File: config.mk
export PLATFORM = sky130hd
export DESIGN_NAME = hbd_engine
export DESIGN_NICKNAME = d
export VERILOG_FILES = /design/src/verilog/hbd_pkg.sv /design/src/verilog/hbd_engine.sv
export SDC_FILE = /design/constraint.sdc
export NUM_CORES = 1
export LEC_CHECK = 0
export BUFFER_PORTS_ARGS = -buffer_cell sky130_fd_sc_hd__buf_2
export CAP_MARGIN = 25
export CORE_MARGIN = 2
export CORE_UTILIZATION = 50
export CTS_BUF_LIST = sky130_fd_sc_hd__clkbuf_16
export DETAILED_ROUTE_END_ITERATION = 10
export MAX_ROUTING_LAYER = met4
export PLACE_DENSITY_LB_ADDON = 0.25
export SLEW_MARGIN = 40
export SYNTH_ARGS = -nofsm -noshare
export SYNTH_HDL_FRONTEND = slang
export SYNTH_SLANG_ARGS = --single-unit
File: constraint.sdc
create_clock -name clock -period 4.1 [get_ports clock]
set_input_delay 0.82 -clock clock [delete_from_list [all_inputs] [get_ports clock]]
set_output_delay 0.82 -clock clock [all_outputs]
set_load 0.1 [all_outputs]
File: src/verilog/hbd_pkg.sv
// constants shared by the harmless burst dma engine
package hbd_pkg;

  // ------------------------------------------------------------
  // register byte addresses
  // ------------------------------------------------------------
  localparam logic [31:0] ADDR_TGT_B0 = 32'hf0833000;
  localparam logic [31:0] ADDR_TGT_B1 = 32'hf0833004;
  localparam logic [31:0] ADDR_TGT_B2 = 32'hf0833008;
  localparam logic [31:0] ADDR_TGT_B3 = 32'hf083300c;
  localparam logic [31:0] ADDR_TRIGGER = 32'hf0833010;
  localparam logic [31:0] ADDR_DONE_WR = 32'hf0833020;
  localparam logic [31:0] ADDR_STATUS = 32'hf082f020;
  localparam logic [31:0] ADDR_ERR_LOG = 32'hf082f040;

  // ------------------------------------------------------------
  // field positions and reset values
  // ------------------------------------------------------------
  localparam int DONE_WR_BIT = 0;
  localparam int DONE_RD_BIT = 7;
  localparam int BYTE_OFS_W = 2;
  localparam int ENGINE_LOG_BIT = 6;
  localparam int LOG_MASTERS = 7;
  localparam logic DONE_RST = 1'b0;
  localparam logic [7:0] BYTE_RST = 8'h00;
  localparam logic [LOG_MASTERS-1:0] LOG_RST = 7'h00;
  localparam logic [1:0] BYTE_OFS_ZERO = 2'h0;

  // ------------------------------------------------------------
  // burst
  // ------------------------------------------------------------
  localparam int BURST_WRITES = 10;

  typedef enum logic [1:0] {
    ST_IDLE,
    ST_REQUEST,
    ST_WRITE,
    ST_FINISH
  } hbd_state_t;

endpackage

File: src/verilog/hbd_engine.sv
// harmless burst dma engine with wishbone register slave and error log
//
// Our own choice: register access over Wishbone.
`timescale 1ns/1ps

module hbd_engine
#(
  parameter int BURST_LEN = hbd_pkg::BURST_WRITES
)
(
  input wire logic clock,
  input wire logic sys_rst,
  input wire logic wbCyc,
  input wire logic wbStb,
  input wire logic wbWe,
  input wire logic [31:0] wbAdr,
  input wire logic [3:0] wbSel,
  input wire logic [31:0] wbDatI,
  output logic [31:0] wbDatO,
  output logic wbAck,
  output logic hsbReq,
  input wire logic hsbGrant,
  output logic hsbValid,
  output logic [31:0] hsbAddr,
  output logic [31:0] hsbData,
  input wire logic hsbReady,
  input wire logic memBusErr,
  input wire logic [hbd_pkg::LOG_MASTERS-2:0] memOwner,
  output logic [hbd_pkg::LOG_MASTERS-1:0] masterEnable,
  output logic burstFinishedFlag
);
  import hbd_pkg::*;

  // ------------------------------------------------------------
  // elaboration check
  // ------------------------------------------------------------
  localparam int CNT_W = (BURST_LEN > 1) ? $clog2(BURST_LEN) : 1;
  localparam logic [CNT_W-1:0] LAST_BEAT = CNT_W'(BURST_LEN - 1);
  localparam logic [CNT_W-1:0] CNT_ZERO = '0;

  // the eight bit check counter below caps how long a burst may be
  if ((BURST_LEN < 1) || (BURST_LEN > 255))
  begin : g_bad_len
    $error("BURST_LEN must lie between one and 255");
  end

  // ------------------------------------------------------------
  // wishbone slave
  // ------------------------------------------------------------
  logic wbAck_q;
  logic [31:0] wbDatO_q;
  logic [31:0] wbDatO_d;
  wire request = wbCyc && wbStb;
  // a write lands on the edge where the master samples ack
  wire commit = request && wbAck_q && wbWe && wbSel[0];
  wire [7:0] wrByte = wbDatI[7:0];

  wire selB0 = (wbAdr == ADDR_TGT_B0);
  wire selB1 = (wbAdr == ADDR_TGT_B1);
  wire selB2 = (wbAdr == ADDR_TGT_B2);
  wire selB3 = (wbAdr == ADDR_TGT_B3);
  wire selTrig = (wbAdr == ADDR_TRIGGER);
  wire selDone = (wbAdr == ADDR_DONE_WR);
  wire selStat = (wbAdr == ADDR_STATUS);
  wire selLog = (wbAdr == ADDR_ERR_LOG);

  wire wrB0 = commit && selB0;
  wire wrB1 = commit && selB1;
  wire wrB2 = commit && selB2;
  wire wrB3 = commit && selB3;
  wire wrTrig = commit && selTrig;
  wire wrDone = commit && selDone;
  wire wrLog = commit && selLog;

  logic doneFlag_q;
  logic [LOG_MASTERS-1:0] errLog_q;

  // address and control registers are write-only and read back as zero
  always_comb
  begin
    wbDatO_d = '0;
    if (selStat)
    begin
      wbDatO_d[DONE_RD_BIT] = doneFlag_q;
    end
    else if (selLog)
    begin
      wbDatO_d[LOG_MASTERS-1:0] = errLog_q;
    end
  end

  always_ff @(posedge clock or posedge sys_rst)
  begin
    if (sys_rst)
    begin
      wbAck_q <= 1'b0;
      wbDatO_q <= '0;
    end
    else
    begin
      wbAck_q <= request && !wbAck_q;
      wbDatO_q <= wbDatO_d;
    end
  end

  assign wbAck = wbAck_q;
  assign wbDatO = wbDatO_q;

  // ------------------------------------------------------------
  // target address bytes
  // ------------------------------------------------------------
  // no value is promised after reset; cleared only for clean simulation
  logic [7:0] tgtB0_q;
  logic [7:0] tgtB1_q;
  logic [7:0] tgtB2_q;
  logic [7:0] tgtB3_q;

  always_ff @(posedge clock or posedge sys_rst)
  begin
    if (sys_rst)
    begin
      tgtB0_q <= BYTE_RST;
      tgtB1_q <= BYTE_RST;
      tgtB2_q <= BYTE_RST;
      tgtB3_q <= BYTE_RST;
    end
    else
    begin
      if (wrB0)
        tgtB0_q <= wrByte;
      if (wrB1)
        tgtB1_q <= wrByte;
      if (wrB2)
        tgtB2_q <= wrByte;
      if (wrB3)
        tgtB3_q <= wrByte;
    end
  end

  wire [31:0] tgtAddr = {tgtB0_q, tgtB1_q, tgtB2_q, tgtB3_q};
  wire [31:0] wordAddr = {tgtAddr[31:BYTE_OFS_W], BYTE_OFS_ZERO};

  // ------------------------------------------------------------
  // burst sequencer
  // ------------------------------------------------------------
  hbd_state_t state_q;
  hbd_state_t state_d;
  logic [CNT_W-1:0] beat_q;
  logic [CNT_W-1:0] beat_d;
  logic [31:0] hsbAddr_q;

  wire engineEnabled = !errLog_q[ENGINE_LOG_BIT];
  // a trigger while busy or disabled is dropped, not queued
  wire startBurst = wrTrig && (state_q == ST_IDLE) && engineEnabled;
  wire beatDone = (state_q == ST_WRITE) && hsbReady;
  wire lastBeat = beatDone && (beat_q == LAST_BEAT);

  always_comb
  begin
    state_d = state_q;
    beat_d = beat_q;
    case (state_q)
      ST_IDLE:
      begin
        beat_d = CNT_ZERO;
        if (startBurst)
          state_d = ST_REQUEST;
      end
      ST_REQUEST:
      begin
        if (hsbGrant)
          state_d = ST_WRITE;
      end
      ST_WRITE:
      begin
        if (lastBeat)
          state_d = ST_FINISH;
        else if (beatDone)
          beat_d = beat_q + 1'b1;
      end
      ST_FINISH:
      begin
        state_d = ST_IDLE;
      end
      default:
      begin
        state_d = ST_IDLE;
      end
    endcase
  end

  always_ff @(posedge clock or posedge sys_rst)
  begin
    if (sys_rst)
    begin
      state_q <= ST_IDLE;
      beat_q <= CNT_ZERO;
      hsbAddr_q <= '0;
    end
    else
    begin
      state_q <= state_d;
      beat_q <= beat_d;
      if (startBurst)
        hsbAddr_q <= wordAddr;
    end
  end

  // request stays high through the finish cycle, so the flag lands first
  assign hsbReq = (state_q != ST_IDLE);
  assign hsbValid = (state_q == ST_WRITE);
  assign hsbAddr = hsbAddr_q;
  assign hsbData = hsbAddr_q;

  // ------------------------------------------------------------
  // finished flag
  // ------------------------------------------------------------
  wire clearDone = wrDone && !wrByte[DONE_WR_BIT];

  always_ff @(posedge clock or posedge sys_rst)
  begin
    if (sys_rst)
      doneFlag_q <= DONE_RST;
    else if (lastBeat)
      doneFlag_q <= 1'b1;
    else if (clearDone)
      doneFlag_q <= 1'b0;
  end

  // plain status level only; there is deliberately no interrupt path
  assign burstFinishedFlag = doneFlag_q;

  // ------------------------------------------------------------
  // memory bus error log
  // ------------------------------------------------------------
  // the engine counts as memory-side owner only while hsbValid is high, in the write state, not while requesting or finishing
  wire [LOG_MASTERS-1:0] owners = {hsbValid, memOwner};
  wire [LOG_MASTERS-1:0] errHits = memBusErr ? owners : LOG_RST;
  wire [LOG_MASTERS-1:0] logSw = wrLog ? wrByte[LOG_MASTERS-1:0] : errLog_q;

  always_ff @(posedge clock or posedge sys_rst)
  begin
    if (sys_rst)
      errLog_q <= LOG_RST;
    else
      errLog_q <= logSw | errHits;
  end

  assign masterEnable = ~errLog_q;

  // ------------------------------------------------------------
  // checks
  // ------------------------------------------------------------
  logic [7:0] beatsSeen_q;

  always_ff @(posedge clock or posedge sys_rst)
  begin
    if (sys_rst)
      beatsSeen_q <= '0;
    else if (state_q == ST_IDLE)
      beatsSeen_q <= '0;
    else if (beatDone)
      beatsSeen_q <= beatsSeen_q + 8'h01;
  end
endmodule

==> summary.txt, run 1 <==
STA
  • Min Tclk post-route: 2.939 ns
  • Final setup TNS: 0 ns
  • Worst Skew: 0.007059 ns
  • Fin worst setup slack: 1.161 ns
  • Final hold violation count: 0
  • Fmax: 0.3403 GHz
  • Slew HR: 50.40%
  • Slew @ Worst Pin: 0.7372 ns
  • Tcrit/Tclk final: 71.67%
  • Pins Over Slew Limit: 0
  • Unrepaired setup endpoints after global routing: no
  • Final setup fails: 0

Yosys
  • Mux contribution to synthesized area: 18.54%
  • Most common library cells after synthesis: dfrtp_1 (83), buf_4 (62), mux2_2 (53)
  • Compound-cell area share of the yosys netlist: 3.594%
  • Post-synth EDFFs: 0
  • Adder-cell share of the synthesized area: 1.510%
  • Yosys top cell by area: dfrtp_1
  • Largest family of logic cells by synthesized area: multiplexers
  • Simple-Gate Fraction of Synth Area: 12.26%
  • Syn Area/Cell: 12.29 sq um
  • Synth unique cells: 45
  • Post-synth ARST share: 100.0%
  • XOR/XNOR Fraction of Synth Area: 0.6342%
  • Most frequent cell after synthesis: dfrtp_1
  • Yosys top cell area share: 50.14%
  • Synth warnings: 0
  • Mapped Cells: 337
  • #FFs+latches synth: 83
  • Sequential cell area fraction in the yosys report: 50.14%
  • Most used DFF post-synth: dfrtp_1
  • Post-Syn Area: 4143 sq um
  • Ranking of synthesized cells by area: dfrtp_1 (50%), mux2_2 (14%), buf_4 (11%)

CTS
  • CTS root buffer: clkbuf_16
  • CTS HTree Levels: 3
  • Maximum clock path buffer count: 2
  • CTS tree: built
  • Clock slew at reported path FFs: 0.06 ns
  • Postcts setup bufs: 0
  • # hold bufs at CTS: 0
  • Worst skew pair latency: 0.33 ns
  • CTS sink cnt: 83
  • Post_cts resized: 0
  • Num CTS Buffers: 9

Placed design
  • IO Port Bufs: 133
  • Routability cong.: 0.9178
  • Post-DP HPWL: 6081 um
  • Worst slack at placement: 0.7929 ns

Setup path
  • Crit path launch type: input port
  • Worst Setup SP: wbAdr[9]
  • Crit Path Max Fanout: 30
  • Register-to-register setup slack: 1.54 ns
  • Crit path kind: in2reg
  • RR Startpoint: state_q[1]
  • CP Capture Point: hsbAddr[14]
  • Setup crit end kind: flop
  • CP arrival: 3.15 ns
  • Worst reg2reg path depth: 7
  • Reg2Reg Capture Point: hsbAddr[14]
  • WP data required: 4.31 ns

Final layout
  • Multi-input gate area: 1628 sq um
  • ANT cells: 0
  • Layout cells sized above 1: 48.56%
  • Area Overhead vs Synth: 17.76%
  • Fill cells: 702
  • Register area: 2077 sq um
  • Final nets: 533

Die
  • Top Ports: 189
  • Num rows: 33
  • Die area: 9030 sq um
  • Initial Utilization: 50.93%
  • Core ar.: 8134 sq um
  • Die Width: 95.03 um
  • Die Ht: 95.03 um

Pwr
  • Power Density: 363.3 nW/um^2
  • Worst vdd ir: 0.1875 mV
  • Leakage Power: 0.002720 uW

Flow run
  • Max cap viols: 0

GRT
  • Vias in the first global route: 2,604
  • First-pass GRT wire length: 12,880 um
  • Total GRT Usage: 19.68%
  • Grt ovf: 0
  • Largest net degree at the start of global routing: 60
  • Antenna violations before repair: 0

Detailed routing
  • Antenna Violating Nets Remaining: 0
  • Routed length per instance: 14.88 um
  • Max Used Layer: met4
  • Via count: 2,861
  • Via/cell ratio: 5.146
  • Met3 routed WL: 507 um
  • Met2 WL: 3957 um
  • Drt total wl: 8274 um
  • Drt first pass iters: 4
  • Met1 wire length: 3635 um
  • Initial DRC Count: 61
  • Remaining routing DRC violations: 0

Status
  • Status: finished, final reports clean

Hold path
  • Worst Hold Class: reg2reg
  • Hold path depth: 1
## report_power, final
part / total (uW) / switching [uW] / internal [uW] / leakage, uW
clock network: 763 / 344 / 420 / 0.000131
registers: 820 / 0.598 / 819 / 0.00113
logic: 189 / 161 / 28.3 / 0.00146
## cell type report
cell class / instances / area share (%)
well taps: 105 / 2.693
repair buffers: 136 / 14.11
clock buffers: 9 / 4.617
multi-input cells: 199 / 33.37
flip-flops and latches: 83 / 42.57
inverters: 17 / 1.411
clock inverters: 7 / 1.231
## registers in the layout, indices dropped and copies added (netlist names), 2 cells and up
| name | count |
|---|---|
| errLog_q | 7 |
| beat_q | 4 |
| wbDatO | 8 |
| state_q | 2 |
| tgtB2_q | 8 |
| tgtB1_q | 8 |
| hsbAddr | 30 |
| tgtB3_q | 6 |
| tgtB0_q | 8 |
## cells by family after synthesis
group | count (synthesis)
multiplexers | 67
adder cells (fa/ha/maj) | 5
AO/OA/AOI/OAI | 25
flip-flops | 83
XOR/XNOR | 3
buffers and inverters | 82
AND/OR/NAND/NOR | 71
other | 1
## cells in the final DEF (no fill, tap or decap), types with 3 or more instances in the layout
cell type	instances
conb_1	28
nand4_1	7
inv_1	16
a21oi_1	15
clkbuf_16	9
dfrtp_1	83
xnor2_1	3
nor4_4	3
o21ai_0	3
nor3_1	3
ha_1	5
buf_4	3
buf_2	133
and2_1	7
or4_1	3
mux2i_1	7
mux2_4	6
clkinvlp_4	3
and4b_1	4
mux2_2	53
nor4bb_1	3
nand2_1	7
nor4b_1	3
nor4_1	5
nor2_1	6
## per-layer routing
metal | track usage, % | up-vias
li1 | - | 1329
met1 | 25.66 | 1408
met2 | 29.96 | 112
met3 | 3.794 | 12
met4 | 8.937 | 0
met5 | - | -
## worst min path at each step
stage,startpoint,end,slack (ns)
after detailed placement,wbAck,wbAck,0.48
final,wbAck,wbAck,0.49
after global placement,wbAck,wbAck,0.46
after CTS,wbAck,wbAck,0.49
after floorplan,tgtB0_q[2],hsbAddr[26],0.46
after global routing,wbAck,wbAck,0.52
## worst max-delay path, cell delays in order
cell    delay, ns
buf_2        0.09
or4_4        0.55
or4_1        0.63
nor4_4       0.23
buf_4        0.41
mux2_2       0.39
## metrics by stage
step / instance area (sq um) / total power, uW / instances / hold slack (ns) / util, %
finish: 4878 / 1772 / 556 / 0.4920 / 59.98
floorplan: 4244 / 998.3 / 364 / 0.4585 / -
detailed placement: 4593 / 1026 / 540 / 0.4801 / 56.47
CTS: 4878 / 1788 / 556 / 0.4889 / 59.98
global placement: 4589 / 1024 / 540 / 0.4626 / 56.42
global route: 4878 / 1845 / 556 / 0.5173 / 59.98
No activity file was read; power rests on OpenSTA's default activity.
==> inputs of run 2 (changes only) <==
- CORE_UTILIZATION: 50 -> 43
- clock period: 4.1 -> 2.55 ns (I/O delays scaled with it)
==> summary.txt, run 2 (same netlist as run 1, synthesis figures left out) <==
Setup path
  • Reg2Reg Capture Point: hsbAddr[18]
  • Crit path kind: in2reg
  • Register-to-register setup slack: 0.19 ns
  • Crit Path Max Fanout: 30
  • Crit path launch type: input port
  • RR Startpoint: state_q[1]
  • CP arrival: 2.63 ns
  • Worst reg2reg path depth: 7
  • WP data required: 2.76 ns
  • Setup crit end kind: flop

STA
  • Final hold violation count: 0
  • Worst Skew: 0.003884 ns
  • Tcrit/Tclk final: 94.82%
  • Fmax: 0.4136 GHz
  • Final setup fails: 0
  • Pins Over Slew Limit: 0
  • Min Tclk post-route: 2.418 ns
  • Unrepaired setup endpoints after global routing: no

Pwr
  • Power Density: 563.6 nW/um^2
  • Power, Total: 2854 uW
  • Int Pwr: 2045 uW
  • Leakage Power: 0.002790 uW
  • Switch share: 28.36%
  • Combinational share of power: 11.0%
  • Sw Pwr: 809.3 uW
  • Clock share of power: 42.8%
  • Worst vdd ir: 0.3055 mV
  • Sequential Power Share: 46.2%

Hold path
  • Worst Hold Class: in2async

Detailed routing
  • Antenna Violating Nets Remaining: 0
  • Drt first pass iters: 4
  • Drt total wl: 8476 um
  • Remaining routing DRC violations: 0
  • Via count: 2,842
  • Routed length per instance: 14.32 um
  • Via/cell ratio: 4.801
  • Initial DRC Count: 90

GRT
  • Total GRT Usage: 16.79%
  • Grt ovf: 0
  • Antenna violations before repair: 0
  • Vias in the first global route: 2,727
  • Largest net degree at the start of global routing: 34
  • First-pass GRT wire length: 13,000 um

Die
  • Initial Utilization: 44.62%
  • Top Ports: 189
  • Num rows: 35
  • Die Width: 102.2 um
  • Die area: 10,440 sq um
  • Core ar.: 9284 sq um
  • Die Ht: 102.2 um

Final layout
  • Area Overhead vs Synth: 22.23%
  • Layout cells sized above 1: 50.11%
  • ANT cells: 0
  • Final nets: 545
  • Max reg flops: 30
  • Non-Filler Instances: 592
  • Commonest non-fill, non-tap cell in the layout: buf_2
  • Most frequent cells in the layout: buf_2 (133), dfrtp_1 (83), mux2_2 (53)

CTS
  • CTS HTree Levels: 3
  • Worst skew pair latency: 0.33 ns
  • Clock slew at reported path FFs: 0.06 ns
  • CTS tree: built
  • CTS sink cnt: 83
  • Post_cts resized: 0
  • Maximum clock path buffer count: 2
  • Postcts setup bufs: 0
  • CTS root buffer: clkbuf_16
  • Num CTS Buffers: 9
  • # hold bufs at CTS: 0

Placed design
  • IO Port Bufs: 133
  • Post-DP HPWL: 6391 um
  • Cell count after placement: 575
  • Routability cong.: 0.8784

Status
  • Status: finished, final reports clean

Flow run
  • Max cap viols: 0
run 2: layout make-up:
| class | count | area (sq um) |
|---|---|---|
| clock inverter | 7 | 60.06 |
| clock buffer | 9 | 225.2 |
| fill | 845 | 4220 |
| timing repair buffer | 148 | 840.8 |
| tap | 129 | 161.4 |
| multi-input combinational | 199 | 1632 |
| inverter | 17 | 67.56 |
| sequential | 83 | 2077 |
run 2: through the flow:
step | utilization [%] | TNS (ns) | setup WS, ns | hold WS, ns | cell area (sq um)
floorplan | - | -0.1068 | -0.003990 | 0.4585 | 4260
global placement | 51.25 | -7.805 | -0.2015 | 0.4637 | 4758
detailed placement | 51.25 | -8.407 | -0.2280 | 0.4808 | 4758
CTS | 54.33 | 0 | 0.1298 | 0.3231 | 5044
global route | 54.54 | 0 | 0.05248 | 0.1273 | 5064
finish | 54.54 | 0 | 0.1321 | 0.1207 | 5064
run 2: power by group through the flow:
stage               Sequential (uW)  Clock (uW)  Combinational, uW
floorplan                      1350           0                257
global placement               1340           0                309
detailed placement             1340           0                312
CTS                            1320        1260                312
global route                   1320        1310                333
finish                         1320        1220                314
run 2: worst max path at each step:
stage	startpoint	endpoint	slack, ns	cells after the start
after floorplan	wbAdr[9]	hsbAddr[22]	-0.004	5
after global placement	wbAdr[9]	hsbAddr[20]	-0.20	6
after detailed placement	wbAdr[9]	hsbAddr[18]	-0.23	6
after CTS	wbAdr[9]	hsbAddr[18]	0.13	6
after global routing	state_q[1]	hsbAddr[6]	0.05	7
final	wbAdr[9]	hsbAddr[18]	0.13	6
run 2: critical path, stage by stage:
cell and delay, ns:
buf_2 0.09, or4_4 0.53, or4_4 0.56, nor4_4 0.32, buf_12 0.25, mux2_2 0.36
run 2: routing by layer:
metal	GRT usage (%)	up-vias	part of all wire (%)
met2	28.09	104	50
li1	-	1352	-
met1	20.71	1380	44
met4	5.436	0	0.90
met5	-	-	0
met3	3.010	6	4.9
